<file path="src/mmpc_pkg.sv">
// Constants, field layout and timing for the PHY management and pause control block.
// Assumes a single 25 MHz clock shared by both ends of the register port.

`default_nettype none

package mmpc_pkg;

	// ----------------------------------------
	// Register map of the device end
	// ----------------------------------------
	localparam int ADDR_W = 6;
	localparam logic [ADDR_W-1:0] IDX_ACC = 6'h06;
	localparam logic [ADDR_W-1:0] IDX_DATA = 6'h07;
	localparam logic [ADDR_W-1:0] IDX_FLOW = 6'h08;
	localparam logic [ADDR_W-1:0] ADR_ACC = 6'h18;
	localparam logic [ADDR_W-1:0] ADR_DATA = 6'h1C;
	localparam logic [ADDR_W-1:0] ADR_FLOW = 6'h20;
	localparam logic [31:0] RST_ACC = 32'h00000000;
	localparam logic [31:0] RST_DATA = 32'h00000000;
	localparam logic [31:0] RST_FLOW = 32'h00000000;

	// Access register fields
	localparam int ACC_BUSY = 0;
	localparam int ACC_WNR = 1;
	localparam int ACC_IDX_LO = 6;
	localparam int ACC_PHY_LO = 11;
	localparam logic [4:0] PHY_ADDR_REQ = 5'h01;

	// Flow control register fields
	localparam int FLOW_BUSY = 0;
	localparam int FLOW_EN = 1;
	localparam int FLOW_PASS = 2;
	localparam int FLOW_PT_LO = 16;

	// ----------------------------------------
	// Host end command port
	// ----------------------------------------
	localparam logic [3:0] HOST_CMD = 4'h0;
	localparam logic [3:0] HOST_ARG = 4'h4;
	localparam logic [3:0] HOST_STAT = 4'h8;
	localparam int CMD_WR = 8;
	localparam int CMD_FLOW = 9;

	// ----------------------------------------
	// Timing
	// ----------------------------------------
	localparam int CLK_NS = 40;
	localparam int MDC_HALF_NS = 200;
	localparam int MDC_HALF_CYC = (MDC_HALF_NS + CLK_NS - 1) / CLK_NS;
	localparam int SLOT_NS = 5120;
	localparam int SLOT_CYC = SLOT_NS / CLK_NS;

	// ----------------------------------------
	// Management frame layout
	// ----------------------------------------
	localparam int FRAME_BITS = 64;
	localparam logic [31:0] PREAMBLE = 32'hFFFFFFFF;
	localparam logic [1:0] SOF = 2'h1;
	localparam logic [1:0] OP_WRITE = 2'h1;
	localparam logic [1:0] OP_READ = 2'h2;
	localparam logic [1:0] TA_WRITE = 2'h2;
	localparam logic [5:0] TA_BIT = 6'h2E;
	localparam logic [5:0] DATA_BIT = 6'h30;
	localparam logic [5:0] LAST_BIT = 6'h3F;

endpackage : mmpc_pkg

`default_nettype wire

</file>
<file path="src/mmpc_bus_if.sv">
// Register port joining host end and device end.
// Assumes both ends run on the same clock; read data follow a read strobe by one cycle.
`timescale 1ns/1ps
`default_nettype none

interface mmpc_bus_if;
	logic [mmpc_pkg::ADDR_W-1:0] addr;
	logic [31:0] wdata;
	logic wr;
	logic rd;
	logic [31:0] rdata;

	// Device answers, host drives
	modport dev (input addr, input wdata, input wr, input rd, output rdata);
	modport host (output addr, output wdata, output wr, output rd, input rdata);
endinterface : mmpc_bus_if

`default_nettype wire

</file>
<file path="src/mmpc_dev.sv">
// Device end: management register set, clause 22 frame engine and pause/backpressure control.
// Assumes MDIO is a pin outside the clock domain; flow inputs come from MAC logic on CLK.
//
// Implementation choice: strobed register access.
`timescale 1ns/1ps
`default_nettype none

module mmpc_dev #(
	parameter int MDC_HALF = mmpc_pkg::MDC_HALF_CYC,
	parameter int SLOT_CYCLES = mmpc_pkg::SLOT_CYC
) (
	// Clock, reset, enable
	input wire logic CLK,
	input wire logic RST_B,
	input wire logic CE,
	// Register port
	mmpc_bus_if.dev BUS,
	// PHY management pins
	output logic MDC,
	input wire logic MDIO_I,
	output logic MDIO_O,
	output logic MDIO_OE,
	// Transmit side flow control
	input wire logic FULL_DUPLEX,
	input wire logic TX_ENABLE,
	input wire logic FC_REQ,
	input wire logic PAUSE_SENT,
	output logic PAUSE_SEND,
	output logic [15:0] PAUSE_TIME,
	output logic BACKPRESSURE,
	output logic TX_HOLD,
	// Receive side flow control
	input wire logic RX_PAUSE_VALID,
	input wire logic [15:0] RX_PAUSE_QUANTA,
	output logic RX_FILTER_FLAG
);

	// ----------------------------------------
	// Declarations
	// ----------------------------------------
	logic [4:0] phy_r;
	logic [4:0] idx_r;
	logic wnr_r;
	logic busy_r;
	logic [15:0] data_r;
	logic [15:0] pt_r;
	logic en_r;
	logic pass_r;
	logic fd_busy_r;
	logic bp_r;
	logic flow_busy;
	logic [31:0] rdata_r;
	logic mdio_m_r;
	logic mdio_s_r;
	logic mdc_r;
	logic mdio_o_r;
	logic mdio_oe_r;
	logic [5:0] bit_r;
	logic [5:0] bit_nxt;
	logic [3:0] half_r;
	logic [63:0] frame_r;
	logic [15:0] cap_r;
	logic half_end;
	logic start;
	logic done;
	logic [15:0] quanta_r;
	logic [7:0] slot_r;
	logic filt_r;
	logic wr_acc;
	logic wr_data;
	logic wr_flow;

	// ----------------------------------------
	// Write decode
	// ----------------------------------------
	// Access and data writes during a busy access are dropped so a running frame never changes
	assign wr_acc = BUS.wr && (BUS.addr == mmpc_pkg::ADR_ACC) && !busy_r;
	assign wr_data = BUS.wr && (BUS.addr == mmpc_pkg::ADR_DATA) && !busy_r;
	assign wr_flow = BUS.wr && (BUS.addr == mmpc_pkg::ADR_FLOW) && !flow_busy;
	assign start = wr_acc && BUS.wdata[mmpc_pkg::ACC_BUSY];
	assign half_end = busy_r && (half_r == 4'(MDC_HALF - 1));
	assign done = half_end && mdc_r && (bit_r == mmpc_pkg::LAST_BIT);
	assign bit_nxt = bit_r + 6'h01;

	// ----------------------------------------
	// Access register
	// ----------------------------------------
	// Reserved bits are not stored, so they read back as zero
	always_ff @(posedge CLK or negedge RST_B) begin
		if (!RST_B) begin
			phy_r <= mmpc_pkg::RST_ACC[mmpc_pkg::ACC_PHY_LO +: 5];
			idx_r <= mmpc_pkg::RST_ACC[mmpc_pkg::ACC_IDX_LO +: 5];
			wnr_r <= mmpc_pkg::RST_ACC[mmpc_pkg::ACC_WNR];
		end else if (CE && wr_acc) begin
			phy_r <= BUS.wdata[mmpc_pkg::ACC_PHY_LO +: 5];
			idx_r <= BUS.wdata[mmpc_pkg::ACC_IDX_LO +: 5];
			wnr_r <= BUS.wdata[mmpc_pkg::ACC_WNR];
		end
	end

	// Busy set by software only, cleared by the engine at frame end
	always_ff @(posedge CLK or negedge RST_B) begin
		if (!RST_B) begin
			busy_r <= mmpc_pkg::RST_ACC[mmpc_pkg::ACC_BUSY];
		end else if (CE) begin
			if (start) begin
				busy_r <= 1'b1;
			end else if (done) begin
				busy_r <= 1'b0;
			end
		end
	end

	// ----------------------------------------
	// Data register
	// ----------------------------------------
	// Read result lands only as busy falls, never piecewise
	always_ff @(posedge CLK or negedge RST_B) begin
		if (!RST_B) begin
			data_r <= mmpc_pkg::RST_DATA[15:0];
		end else if (CE) begin
			if (wr_data) begin
				data_r <= BUS.wdata[15:0];
			end else if (done && !wnr_r) begin
				data_r <= cap_r;
			end
		end
	end

	// ----------------------------------------
	// Flow control register
	// ----------------------------------------
	// Busy bit is hardware owned; its write value is ignored
	always_ff @(posedge CLK or negedge RST_B) begin
		if (!RST_B) begin
			pt_r <= mmpc_pkg::RST_FLOW[mmpc_pkg::FLOW_PT_LO +: 16];
			en_r <= mmpc_pkg::RST_FLOW[mmpc_pkg::FLOW_EN];
			pass_r <= mmpc_pkg::RST_FLOW[mmpc_pkg::FLOW_PASS];
		end else if (CE && wr_flow) begin
			pt_r <= BUS.wdata[mmpc_pkg::FLOW_PT_LO +: 16];
			en_r <= BUS.wdata[mmpc_pkg::FLOW_EN];
			pass_r <= BUS.wdata[mmpc_pkg::FLOW_PASS];
		end
	end

	// ----------------------------------------
	// Read port
	// ----------------------------------------
	// Unmapped addresses read zero
	always_ff @(posedge CLK or negedge RST_B) begin
		if (!RST_B) begin
			rdata_r <= 32'h00000000;
		end else if (CE && BUS.rd) begin
			unique case (BUS.addr)
				mmpc_pkg::ADR_ACC: rdata_r <= {16'h0000, phy_r, idx_r, 4'h0, wnr_r, busy_r};
				mmpc_pkg::ADR_DATA: rdata_r <= {16'h0000, data_r};
				mmpc_pkg::ADR_FLOW: rdata_r <= {pt_r, 13'h0000, pass_r, en_r, flow_busy};
				default: rdata_r <= 32'h00000000;
			endcase
		end
	end
	assign BUS.rdata = rdata_r;

	// ----------------------------------------
	// MDIO input synchroniser
	// ----------------------------------------
	always_ff @(posedge CLK or negedge RST_B) begin
		if (!RST_B) begin
			mdio_m_r <= 1'b1;
			mdio_s_r <= 1'b1;
		end else if (CE) begin
			mdio_m_r <= MDIO_I;
			mdio_s_r <= mdio_m_r;
		end
	end

	// ----------------------------------------
	// Clause 22 frame engine
	// ----------------------------------------
	// Bits change on MDC fall; read data sampled on MDC rise. The two-flop
	// delay is well inside the low half, so the sample stays in its bit.
	always_ff @(posedge CLK or negedge RST_B) begin
		if (!RST_B) begin
			mdc_r <= 1'b0;
			mdio_o_r <= 1'b0;
			mdio_oe_r <= 1'b0;
			bit_r <= 6'h00;
			half_r <= 4'h0;
			frame_r <= 64'h0000000000000000;
			cap_r <= 16'h0000;
		end else if (CE) begin
			if (start) begin
				frame_r <= {mmpc_pkg::PREAMBLE, mmpc_pkg::SOF,
					BUS.wdata[mmpc_pkg::ACC_WNR] ? mmpc_pkg::OP_WRITE : mmpc_pkg::OP_READ,
					BUS.wdata[mmpc_pkg::ACC_PHY_LO +: 5], BUS.wdata[mmpc_pkg::ACC_IDX_LO +: 5],
					mmpc_pkg::TA_WRITE, data_r};
				mdio_o_r <= 1'b1;
				mdio_oe_r <= 1'b1;
				mdc_r <= 1'b0;
				bit_r <= 6'h00;
				half_r <= 4'h0;
			end else if (busy_r) begin
				half_r <= half_end ? 4'h0 : half_r + 4'h1;
				if (half_end && !mdc_r) begin
					mdc_r <= 1'b1;
					if (!wnr_r && bit_r >= mmpc_pkg::DATA_BIT) begin
						cap_r <= {cap_r[14:0], mdio_s_r};
					end
				end else if (half_end) begin
					mdc_r <= 1'b0;
					if (done) begin
						mdio_oe_r <= 1'b0;
					end else begin
						bit_r <= bit_nxt;
						frame_r <= {frame_r[62:0], 1'b0};
						mdio_o_r <= frame_r[62];
						mdio_oe_r <= wnr_r || (bit_nxt < mmpc_pkg::TA_BIT);
					end
				end
			end
		end
	end
	assign MDC = mdc_r;
	assign MDIO_O = mdio_o_r;
	assign MDIO_OE = mdio_oe_r;

	// ----------------------------------------
	// Pause frame request and backpressure
	// ----------------------------------------
	// A pause frame once started runs to the end even if TX drops later
	always_ff @(posedge CLK or negedge RST_B) begin
		if (!RST_B) begin
			fd_busy_r <= 1'b0;
			bp_r <= 1'b0;
		end else if (CE) begin
			if (!fd_busy_r && FC_REQ && TX_ENABLE && FULL_DUPLEX) begin
				fd_busy_r <= 1'b1;
			end else if (PAUSE_SENT) begin
				fd_busy_r <= 1'b0;
			end
			bp_r <= FC_REQ && TX_ENABLE && en_r && !FULL_DUPLEX;
		end
	end
	assign flow_busy = fd_busy_r || bp_r;
	assign PAUSE_SEND = fd_busy_r;
	assign PAUSE_TIME = pt_r;
	assign BACKPRESSURE = bp_r;

	// ----------------------------------------
	// Received pause: transmit stall timer
	// ----------------------------------------
	// A new pause frame reloads the timer, zero quanta resumes at once
	always_ff @(posedge CLK or negedge RST_B) begin
		if (!RST_B) begin
			quanta_r <= 16'h0000;
			slot_r <= 8'h00;
		end else if (CE) begin
			if (RX_PAUSE_VALID && en_r && FULL_DUPLEX) begin
				quanta_r <= RX_PAUSE_QUANTA;
				slot_r <= 8'h00;
			end else if (quanta_r != 16'h0000) begin
				if (slot_r == 8'(SLOT_CYCLES - 1)) begin
					slot_r <= 8'h00;
					quanta_r <= quanta_r - 16'h0001;
				end else begin
					slot_r <= slot_r + 8'h01;
				end
			end
		end
	end
	assign TX_HOLD = (quanta_r != 16'h0000);

	// ----------------------------------------
	// Packet filter flag for received pause
	// ----------------------------------------
	// Flag only marks the frame; delivery itself is never gated here
	always_ff @(posedge CLK or negedge RST_B) begin
		if (!RST_B) begin
			filt_r <= 1'b0;
		end else if (CE && RX_PAUSE_VALID) begin
			filt_r <= pass_r;
		end
	end
	assign RX_FILTER_FLAG = filt_r;

endmodule : mmpc_dev

`default_nettype wire

</file>
<file path="src/flat_wrapper.sv">
// flat-port wrapper written by rule: the top's interface ports become plain ports
module mmpc_dev_flat 
#(
	parameter int MDC_HALF = mmpc_pkg::MDC_HALF_CYC,
	parameter int SLOT_CYCLES = mmpc_pkg::SLOT_CYC
)
  (CLK, RST_B, CE, MDC, MDIO_I, MDIO_O, MDIO_OE, FULL_DUPLEX, TX_ENABLE, FC_REQ, PAUSE_SENT, PAUSE_SEND, PAUSE_TIME, BACKPRESSURE, TX_HOLD, RX_PAUSE_VALID, RX_PAUSE_QUANTA, RX_FILTER_FLAG, BUS_addr, BUS_wdata, BUS_wr, BUS_rd, BUS_rdata);
  mmpc_bus_if BUS_i ();
  input wire logic CLK;
  input wire logic RST_B;
  input wire logic CE;
  output logic MDC;
  input wire logic MDIO_I;
  output logic MDIO_O;
  output logic MDIO_OE;
  input wire logic FULL_DUPLEX;
  input wire logic TX_ENABLE;
  input wire logic FC_REQ;
  input wire logic PAUSE_SENT;
  output logic PAUSE_SEND;
  output logic [15:0] PAUSE_TIME;
  output logic BACKPRESSURE;
  output logic TX_HOLD;
  input wire logic RX_PAUSE_VALID;
  input wire logic [15:0] RX_PAUSE_QUANTA;
  output logic RX_FILTER_FLAG;
  input wire logic [$bits(BUS_i.addr)-1:0] BUS_addr;
  input wire logic [$bits(BUS_i.wdata)-1:0] BUS_wdata;
  input wire logic [$bits(BUS_i.wr)-1:0] BUS_wr;
  input wire logic [$bits(BUS_i.rd)-1:0] BUS_rd;
  output wire logic [$bits(BUS_i.rdata)-1:0] BUS_rdata;
  assign BUS_i.addr = BUS_addr;
  assign BUS_i.wdata = BUS_wdata;
  assign BUS_i.wr = BUS_wr;
  assign BUS_i.rd = BUS_rd;
  assign BUS_rdata = BUS_i.rdata;
  mmpc_dev #(.MDC_HALF(MDC_HALF), .SLOT_CYCLES(SLOT_CYCLES)) u_core (.CLK(CLK), .RST_B(RST_B), .CE(CE), .BUS(BUS_i), .MDC(MDC), .MDIO_I(MDIO_I), .MDIO_O(MDIO_O), .MDIO_OE(MDIO_OE), .FULL_DUPLEX(FULL_DUPLEX), .TX_ENABLE(TX_ENABLE), .FC_REQ(FC_REQ), .PAUSE_SENT(PAUSE_SENT), .PAUSE_SEND(PAUSE_SEND), .PAUSE_TIME(PAUSE_TIME), .BACKPRESSURE(BACKPRESSURE), .TX_HOLD(TX_HOLD), .RX_PAUSE_VALID(RX_PAUSE_VALID), .RX_PAUSE_QUANTA(RX_PAUSE_QUANTA), .RX_FILTER_FLAG(RX_FILTER_FLAG));
endmodule
</file>
<file path="config.mk">
export PLATFORM = sky130hd
export DESIGN_NAME = mmpc_dev_flat
export DESIGN_NICKNAME = d
export VERILOG_FILES = /design/src/mmpc_pkg.sv /design/src/mmpc_bus_if.sv /design/src/mmpc_dev.sv /design/src/flat_wrapper.sv
export SDC_FILE = /design/constraint.sdc
export NUM_CORES = 1
export LEC_CHECK = 0
export BUFFER_PORTS_ARGS = -buffer_cell sky130_fd_sc_hd__clkbuf_2
export CAP_MARGIN = 20
export CELL_PAD_IN_SITES_DETAIL_PLACEMENT = 2
export CELL_PAD_IN_SITES_GLOBAL_PLACEMENT = 2
export CORE_MARGIN = 3
export CORE_UTILIZATION = 41
export CTS_BUF_LIST = sky130_fd_sc_hd__clkbuf_16
export DETAILED_ROUTE_END_ITERATION = 10
export MAX_ROUTING_LAYER = met4
export PLACE_DENSITY = 0.9
export SYNTH_ARGS = -nofsm -noshare
export SYNTH_HDL_FRONTEND = slang
export SYNTH_SLANG_ARGS = --single-unit
export TNS_END_PERCENT = 1
</file>
<file path="constraint.sdc">
create_clock -name CLK -period 4.99 [get_ports CLK]
set_input_delay 0.2495 -clock CLK [delete_from_list [all_inputs] [get_ports CLK]]
set_output_delay 0.2495 -clock CLK [all_outputs]
set_load 0.02 [all_outputs]
</file>
==> results of run 1 <==
[routing by layer]
layer	routed length [um]	vias to the layer above	GRT usage, %
met5	0	-	-
met4	909	0	9.80
met3	1440	74	5.38
met2	16000	213	46.8
met1	12300	3785	31.4
li1	-	3149	-
[through the flow]
stage / cell area, sq um / hold WS (ns) / cells / total power (uW)
3_3_place_gp: 9710 / 0.453 / 1164 / 2470
2_1_floorplan: 8870 / -0.0461 / 810 / 2290
6_report: 10400 / 0.0216 / 1202 / 3990
3_5_place_dp: 9710 / 0.462 / 1164 / 2540
5_1_grt: 10400 / 0.00528 / 1202 / 4170
4_1_cts: 10300 / 0.0173 / 1197 / 4020
[path summary, 6_finish.rpt]
| check | to | slack (ns) | depth (start not counted) |
|---|---|---|---|
| max | u_core.frame_r[14] | 1.78 | 7 |
| min | u_core.PAUSE_TIME[8] | 0.02 | 2 |
| max reg2reg | u_core.frame_r[14] | 1.78 | 7 |
| min reg2reg | u_core.BUS.rdata[11] | 0.48 | 2 |
| max in group asynchronous | u_core.idx_r[2] | 3.46 | 3 |
| min in group asynchronous | u_core.quanta_r[8] | 0.51 | 2 |
[what timing repair did]
item	in CTS	in global routing
hold buffers	2	0
hold endpoints to repair	5	0
resized for setup	0	0
[cell usage after synthesis, drive strengths merged (4+ instances only)]
cell     instances
nand3           18
dfrtp          197
o22a            34
mux2i           42
o21ai           91
buf             25
nand4            5
mux2            49
nor2            39
nand2          107
or3              5
o211ai           5
a22oi           15
a22o             7
o2bb2ai          5
a31oi            4
o22ai            7
or4              7
a21oi           30
inv             14
nor3            11
ha               6
and3             9
nor4             6
clkbuf          24
nor3b            4
[state kept, by name, summed over array words and instances, names as in the netlist]
register               flops
u_core.cap_r              16
u_core.pass_r              1
u_core.mdio_m_r            1
u_core.busy_r              1
u_core.data_r             16
u_core.BUS.rdata          32
u_core.MDIO_O              1
u_core.MDIO_OE             1
u_core.half_r              4
u_core.phy_r               5
u_core.idx_r               5
u_core.frame_r            63
u_core.BACKPRESSURE        1
u_core.wnr_r               1
u_core.RX_FILTER_FLAG      1
u_core.mdio_s_r            1
u_core.quanta_r           16
u_core.slot_r              8
u_core.MDC                 1
u_core.en_r                1
u_core.bit_r               6
u_core.PAUSE_TIME         16
u_core.PAUSE_SEND          1
[report_power, final]
part / total [uW] / internal (uW) / leakage, uW / switching (uW)
clock network: 1420 / 713 / 0.000288 / 709
logic: 537 / 223 / 0.00186 / 314
registers: 2030 / 1820 / 0.00264 / 215
[critical path, delay by kind of cell (launching register included)]
kind            cells  cell delay (ns)
flops               1             0.47
fa+ha+maj           1             0.38
simple gates        1             0.19
compound gates      3             1.13
buf+inv             2             0.86
[cells by family (layout without fill, tap and decap cells)]
| family | Yosys count | in the layout | share of synthesized area (%) |
|---|---|---|---|
| other | 0 | 2 | 0 |
| DFF | 199 | 199 | 56.1 |
| adders and majority gates | 6 | 6 | 0.846 |
| muxes | 91 | 91 | 11.0 |
| buffers and inverters | 63 | 178 | 3.05 |
| AOI/OAI and AO/OA | 220 | 220 | 16.2 |
| xor gates and xnor gates | 3 | 3 | 0.296 |
| and+or+nand+nor | 228 | 228 | 12.6 |
[cell type report]
cell class / instances / area (sq um) / area share [%]
Timing Repair Buffer: 133 / 762 / 7.34
Clock buffer: 17 / 425 / 4.10
Tap cell: 275 / 344 / 3.31
Clock inverter: 14 / 164 / 1.58
Multi-Input combinational cell: 548 / 3650 / 35.1
Inverter: 14 / 52.6 / 0.506
Antenna cell: 2 / 5.00 / 0.0482
Sequential cell: 199 / 4980 / 48.0
==> flow_summary.json, run 1 <==
{
  "layout.cells.most_common_list": "197 x sky130_fd_sc_hd__dfrtp_1, 118 x sky130_fd_sc_hd__clkbuf_2, 106 x sky130_fd_sc_hd__nand2_1, 79 x sky130_fd_sc_hd__o21ai_0, 49 x sky130_fd_sc_hd__mux2_2",
  "fp.dieArea_sq_um": 23400,
  "flow.area_growth_from_synthesis_pct": 17.0,
  "finalWeightedCongestion": 0.792,
  "global_route.usage.total_pct": 27.1,
  "synthTopCellsByArea": "sky130_fd_sc_hd__dfrtp_1 56%, sky130_fd_sc_hd__mux2_2 6.2%, sky130_fd_sc_hd__mux2i_1 4.7%",
  "worst-path-max-fanout": 45,
  "mappedNetlistNets": 881,
  "synth_ff_type": "sky130_fd_sc_hd__dfrtp_1",
  "cts_setup_buffers": 0,
  "most_common_library_cell_in_the_layout_ignoring_fill_and_taps": "sky130_fd_sc_hd__dfrtp_1",
  "fillerInstances": 2134,
  "ioPinCount": 120,
  "finalSetupViolCount": 0,
  "preCtsSetupSlack_ns": 2.00,
  "drive_gt1_share_pct": 24.8,
  "vias": 7221,
  "synthCells": 810,
  "synthDistinctLibCells": 65,
  "number_of_synthesized_register_bits": 199,
  "wire_per_inst_um": 25.6,
  "grt_setup_unrepaired": "false",
  "port-buffer-count": 119,
  "number_of_global_route_vias_before_repair": 8150,
  "cts_buffers": 17,
  "initial_core_util_pct": 42.0,
  "cts.root.buffer_cell": "sky130_fd_sc_hd__clkbuf_16",
  "path_clk_slew_ns": 0.09,
  "critical_path.reg2reg.startpoint": "u_core.bit_r[0]",
  "layout_setup_ws_ns": 1.78,
  "syn-cell-area_sq_um": 8870,
  "power.leakage_uw": 0.00479,
  "critPathCaptureType": "register",
  "startpoint_to_endpoint_class_of_the_critical_path": "register to register",
  "period_needed_ns": 3.21,
  "power_per_cell_area_nw_per_um2": 384,
  "relative_slew_slack_pct": 30.0,
  "rows": 53,
  "pin_count_of_the_biggest_net_entering_global_routing": 124,
  "finalWirelength_um": 30700,
  "synthArstFlopShare_pct": 100,
  "cell_breakdown_of_the_critical_path": "ha_1, nand3_1, o2111ai_2, buf_4, a21boi_4, buf_4, o21ai_0",
  "grt_pass1_wl_um": 48600,
  "tritoncts_clock_tree": "yes",
  "min-delay-start": "BUS_wdata[24]",
  "warnings_synthesis": 0,
  "clk_path_buf_depth": 2,
  "via_per_inst": 6.01,
  "initialDrtViolationCount": 346,
  "fp.coreArea_sq_um": 21200,
  "clkSinkCount": 199,
  "global_route.overflow_total": 0,
  "finish.net_count": 984,
  "crit_path_top_delay_cell": "sky130_fd_sc_hd__a21boi_4",
  "synth_top_area_share_pct": 55.5,
  "insertion_delay_ns": 0.46,
  "die_y_um": 153,
  "final_hold_viol_count": 0,
  "htreeDepth": 4,
  "antenna_left": 0,
  "synth_enable_flop_cells": 0,
  "synth.largest_area_cell": "sky130_fd_sc_hd__dfrtp_1",
  "timing.critical_path.from": "u_core.bit_r[0]",
  "run_status": "finished, final reports clean",
  "timing.critical_path.arrival_ns": 3.52,
  "worst_path_most_repeated_cell": "sky130_fd_sc_hd__buf_4",
  "achievable-frequency_mhz": 311,
  "timing_max_transition_violations_final": 0,
  "drv_cap": 0,
  "finalClockSkew_ns": 0.0150,
  "min_path_type": "input port to register",
  "power.ir.vdd_worst_uv": 223,
  "die_x_um": 153,
  "synth_sequential_area_ratio_pct": 56.1,
  "hpwlAfterDp_um": 17600,
  "number_of_antenna_violations_at_the_first_check_in_global_routing": 2,
  "total_negative_slack_for_setup_checks_ns": 0,
  "timing.critical_path.required_ns": 5.30,
  "tightestPinTransition_ns": 1.05,
  "critical_path.startpoint_type": "register",
  "share_of_the_core_filled_with_cells_in_the_final_layout_pct": 49.1,
  "cp_slowest_stage_delay_ns": 0.74,
  "drcViolationCount": 0,
  "avgSynthCellArea_sq_um": 11.0,
  "first_drt_pass_iteration_count": 6,
  "ratio_of_final_minimum_period_to_clock_period_pct": 64.4
}
(Power assumes the default switching activity.)
==> run 2, diff against run 1 <==
- CORE_UTILIZATION: 41 -> 38
- PLACE_DENSITY: 0.9 -> 0.84
- clock period: 4.99 -> 3.3 ns (I/O delays scaled with it)
==> run 2 against run 1 <==
Count of clock-buffer cells in the layout is the same. First-iteration DRC count grew 9.5%. Register-to-register slack lost 0.93 ns. Non-clock buffer count grew 30. Design area grew 2.7%. Clock power grew 48%. Maximum frequency grew 31%. Worst setup slack lost 0.93 ns. Worst hold slack lost 0.0048 ns. Sequential share of layout area shrank 1.2 points. Via count shrank 1.2%. Critical path type unchanged.
==> flow_summary.json, run 2 (synthesis gave the netlist of run 1 again) <==
{
  "run_status": "finished, final reports clean",
  "share_of_the_core_filled_with_cells_in_the_final_layout_pct": 46.8,
  "cts_buffers": 17,
  "layout_setup_ws_ns": 0.849,
  "fp.dieArea_sq_um": 25200,
  "timing.critical_path.from": "u_core.half_r[0]",
  "fp.coreArea_sq_um": 22800,
  "drcViolationCount": 0,
  "final_hold_viol_count": 0,
  "timing.critical_path.arrival_ns": 2.79,
  "antenna_left": 0,
  "startpoint_to_endpoint_class_of_the_critical_path": "register to register",
  "hold_buffers": 22,
  "ioPinCount": 120,
  "tritoncts_clock_tree": "yes",
  "r2r_slack_ns": 0.85,
  "fillerInstances": 2309,
  "htreeDepth": 4,
  "die_x_um": 159,
  "min_path_type": "input port to register",
  "via_per_inst": 5.61,
  "timing.reg2reg.worst_path_depth": 8,
  "flow.area_growth_from_synthesis_pct": 20.1,
  "clkSinkCount": 199,
  "critPathCaptureType": "register",
  "tightestPinTransition_ns": 0.830,
  "finalWirelength_um": 29100,
  "finalSetupViolCount": 0,
  "initialDrtViolationCount": 379,
  "hpwlAfterDp_um": 17800,
  "wire_per_inst_um": 22.9,
  "cts.repair.resized": 0,
  "finish.net_count": 1014,
  "finalWeightedCongestion": 0.760,
  "number_of_antenna_violations_at_the_first_check_in_global_routing": 2,
  "grt_setup_unrepaired": "false",
  "power.ir.vdd_worst_uv": 352,
  "most_common_library_cell_in_the_layout_ignoring_fill_and_taps": "sky130_fd_sc_hd__dfrtp_1",
  "first_drt_pass_iteration_count": 5,
  "vias": 7131,
  "cts_setup_buffers": 0,
  "grt_pass1_wl_um": 47100,
  "layout.cells.most_common_list": "197 x sky130_fd_sc_hd__dfrtp_1, 118 x sky130_fd_sc_hd__clkbuf_2, 106 x sky130_fd_sc_hd__nand2_1, 79 x sky130_fd_sc_hd__o21ai_0, 49 x sky130_fd_sc_hd__mux2_2",
  "global_route.overflow_total": 0,
  "worst_hold_endpoint": "u_core.phy_r[0]",
  "worst-path-max-fanout": 32,
  "drv_cap": 0,
  "relative_slew_slack_pct": 44.7,
  "seq_cell_area_sq_um": 4980,
  "achievable-frequency_mhz": 408,
  "ratio_of_final_minimum_period_to_clock_period_pct": 74.3,
  "critical_path.reg2reg.startpoint": "u_core.half_r[0]",
  "drive_gt1_share_pct": 25.0,
  "power.leakage_uw": 0.00491,
  "timing_max_transition_violations_final": 0,
  "power_per_cell_area_nw_per_um2": 560,
  "timing.critical_path.required_ns": 3.64,
  "insertion_delay_ns": 0.45,
  "largest_register": "u_core.frame_r",
  "largest_register_ff_count": 63,
  "global_route.usage.total_pct": 24.1,
  "preCtsSetupSlack_ns": 0.895,
  "path_clk_slew_ns": 0.08,
  "finalClockSkew_ns": 0.0182,
  "total_negative_slack_for_setup_checks_ns": 0,
  "clk_path_buf_depth": 2,
  "cts.root.buffer_cell": "sky130_fd_sc_hd__clkbuf_16",
  "number_of_global_route_vias_before_repair": 8062,
  "multi_input_comb_area_sq_um": 3640,
  "period_needed_ns": 2.45,
  "pin_count_of_the_biggest_net_entering_global_routing": 76,
  "initial_core_util_pct": 39.0,
  "rows": 55,
  "regToRegEndpoint": "u_core.data_r[3]",
  "hold_depth": 2,
  "critical_path.startpoint_type": "register",
  "min-delay-start": "BUS_wdata[11]",
  "port-buffer-count": 119,
  "die_y_um": 159
}
## run 2: changes by cell type in the layout (fill, tap and decap cells not counted), moves of 2 or more
cell | before | now
sky130_fd_sc_hd__dlygate4sd3_1 | 2 | 22
sky130_fd_sc_hd__buf_4 | 8 | 21
sky130_fd_sc_hd__clkinv_8 | 2 | 4
sky130_fd_sc_hd__buf_8 | 2 | 0
## run 2: critical path, stage by stage, from the launching register on
cell and delay (ns):
sky130_fd_sc_hd__dfrtp_1 0.41, sky130_fd_sc_hd__inv_1 0.09, sky130_fd_sc_hd__ha_1 0.15, sky130_fd_sc_hd__and4b_1 0.37, sky130_fd_sc_hd__nand3_1 0.29, sky130_fd_sc_hd__o32ai_4 0.32, sky130_fd_sc_hd__buf_4 0.39, sky130_fd_sc_hd__nor2_1 0.11
sky130_fd_sc_hd__a21oi_1 0.22
## run 2: layer usage
layer | track usage [%] | vias to the layer above | routed length (um)
li1 | - | 3203 | -
met5 | - | - | 0
met2 | 40.7 | 156 | 15100
met1 | 29.7 | 3722 | 12400
met3 | 4.49 | 50 | 926
met4 | 6.96 | 0 | 691
## run 2: how the worst max path moves through the flow
stage,endpoint,slack (ns),cells after the start
floorplan,u_core.slot_r[5],1.44,5
global placement,u_core.frame_r[24],1.01,8
detailed placement,u_core.frame_r[22],0.90,8
CTS,u_core.data_r[15],0.88,8
global route,u_core.quanta_r[12],0.72,7
finish,u_core.data_r[3],0.85,8
## run 2: through the flow
stage	hold slack, ns	cells	total power [uW]	instance area [sq um]
after floorplan	-0.131	810	3460	8870
after global placement	0.130	1215	3750	9850
after detailed placement	0.136	1215	3850	9850
after CTS	0.00112	1269	5990	10700
after global routing	0.0182	1271	6250	10700
final	0.0168	1271	5970	10700
## run 2: power breakdown
| part | internal (uW) | total (uW) | switching (uW) |
|---|---|---|---|
| sequential | 2750 | 3060 | 307 |
| clock | 1010 | 2100 | 1080 |
| combinational | 355 | 812 | 457 |
## run 2: final cells by class
class / instances / share of cell area [%]
antenna: 2 / 0.0469
clock buffer: 17 / 3.99
clock inverter: 15 / 1.49
inverter: 14 / 0.493
multi-input combinational: 548 / 34.2
sequential: 199 / 46.7
tap: 313 / 3.67
timing repair buffer: 163 / 9.40
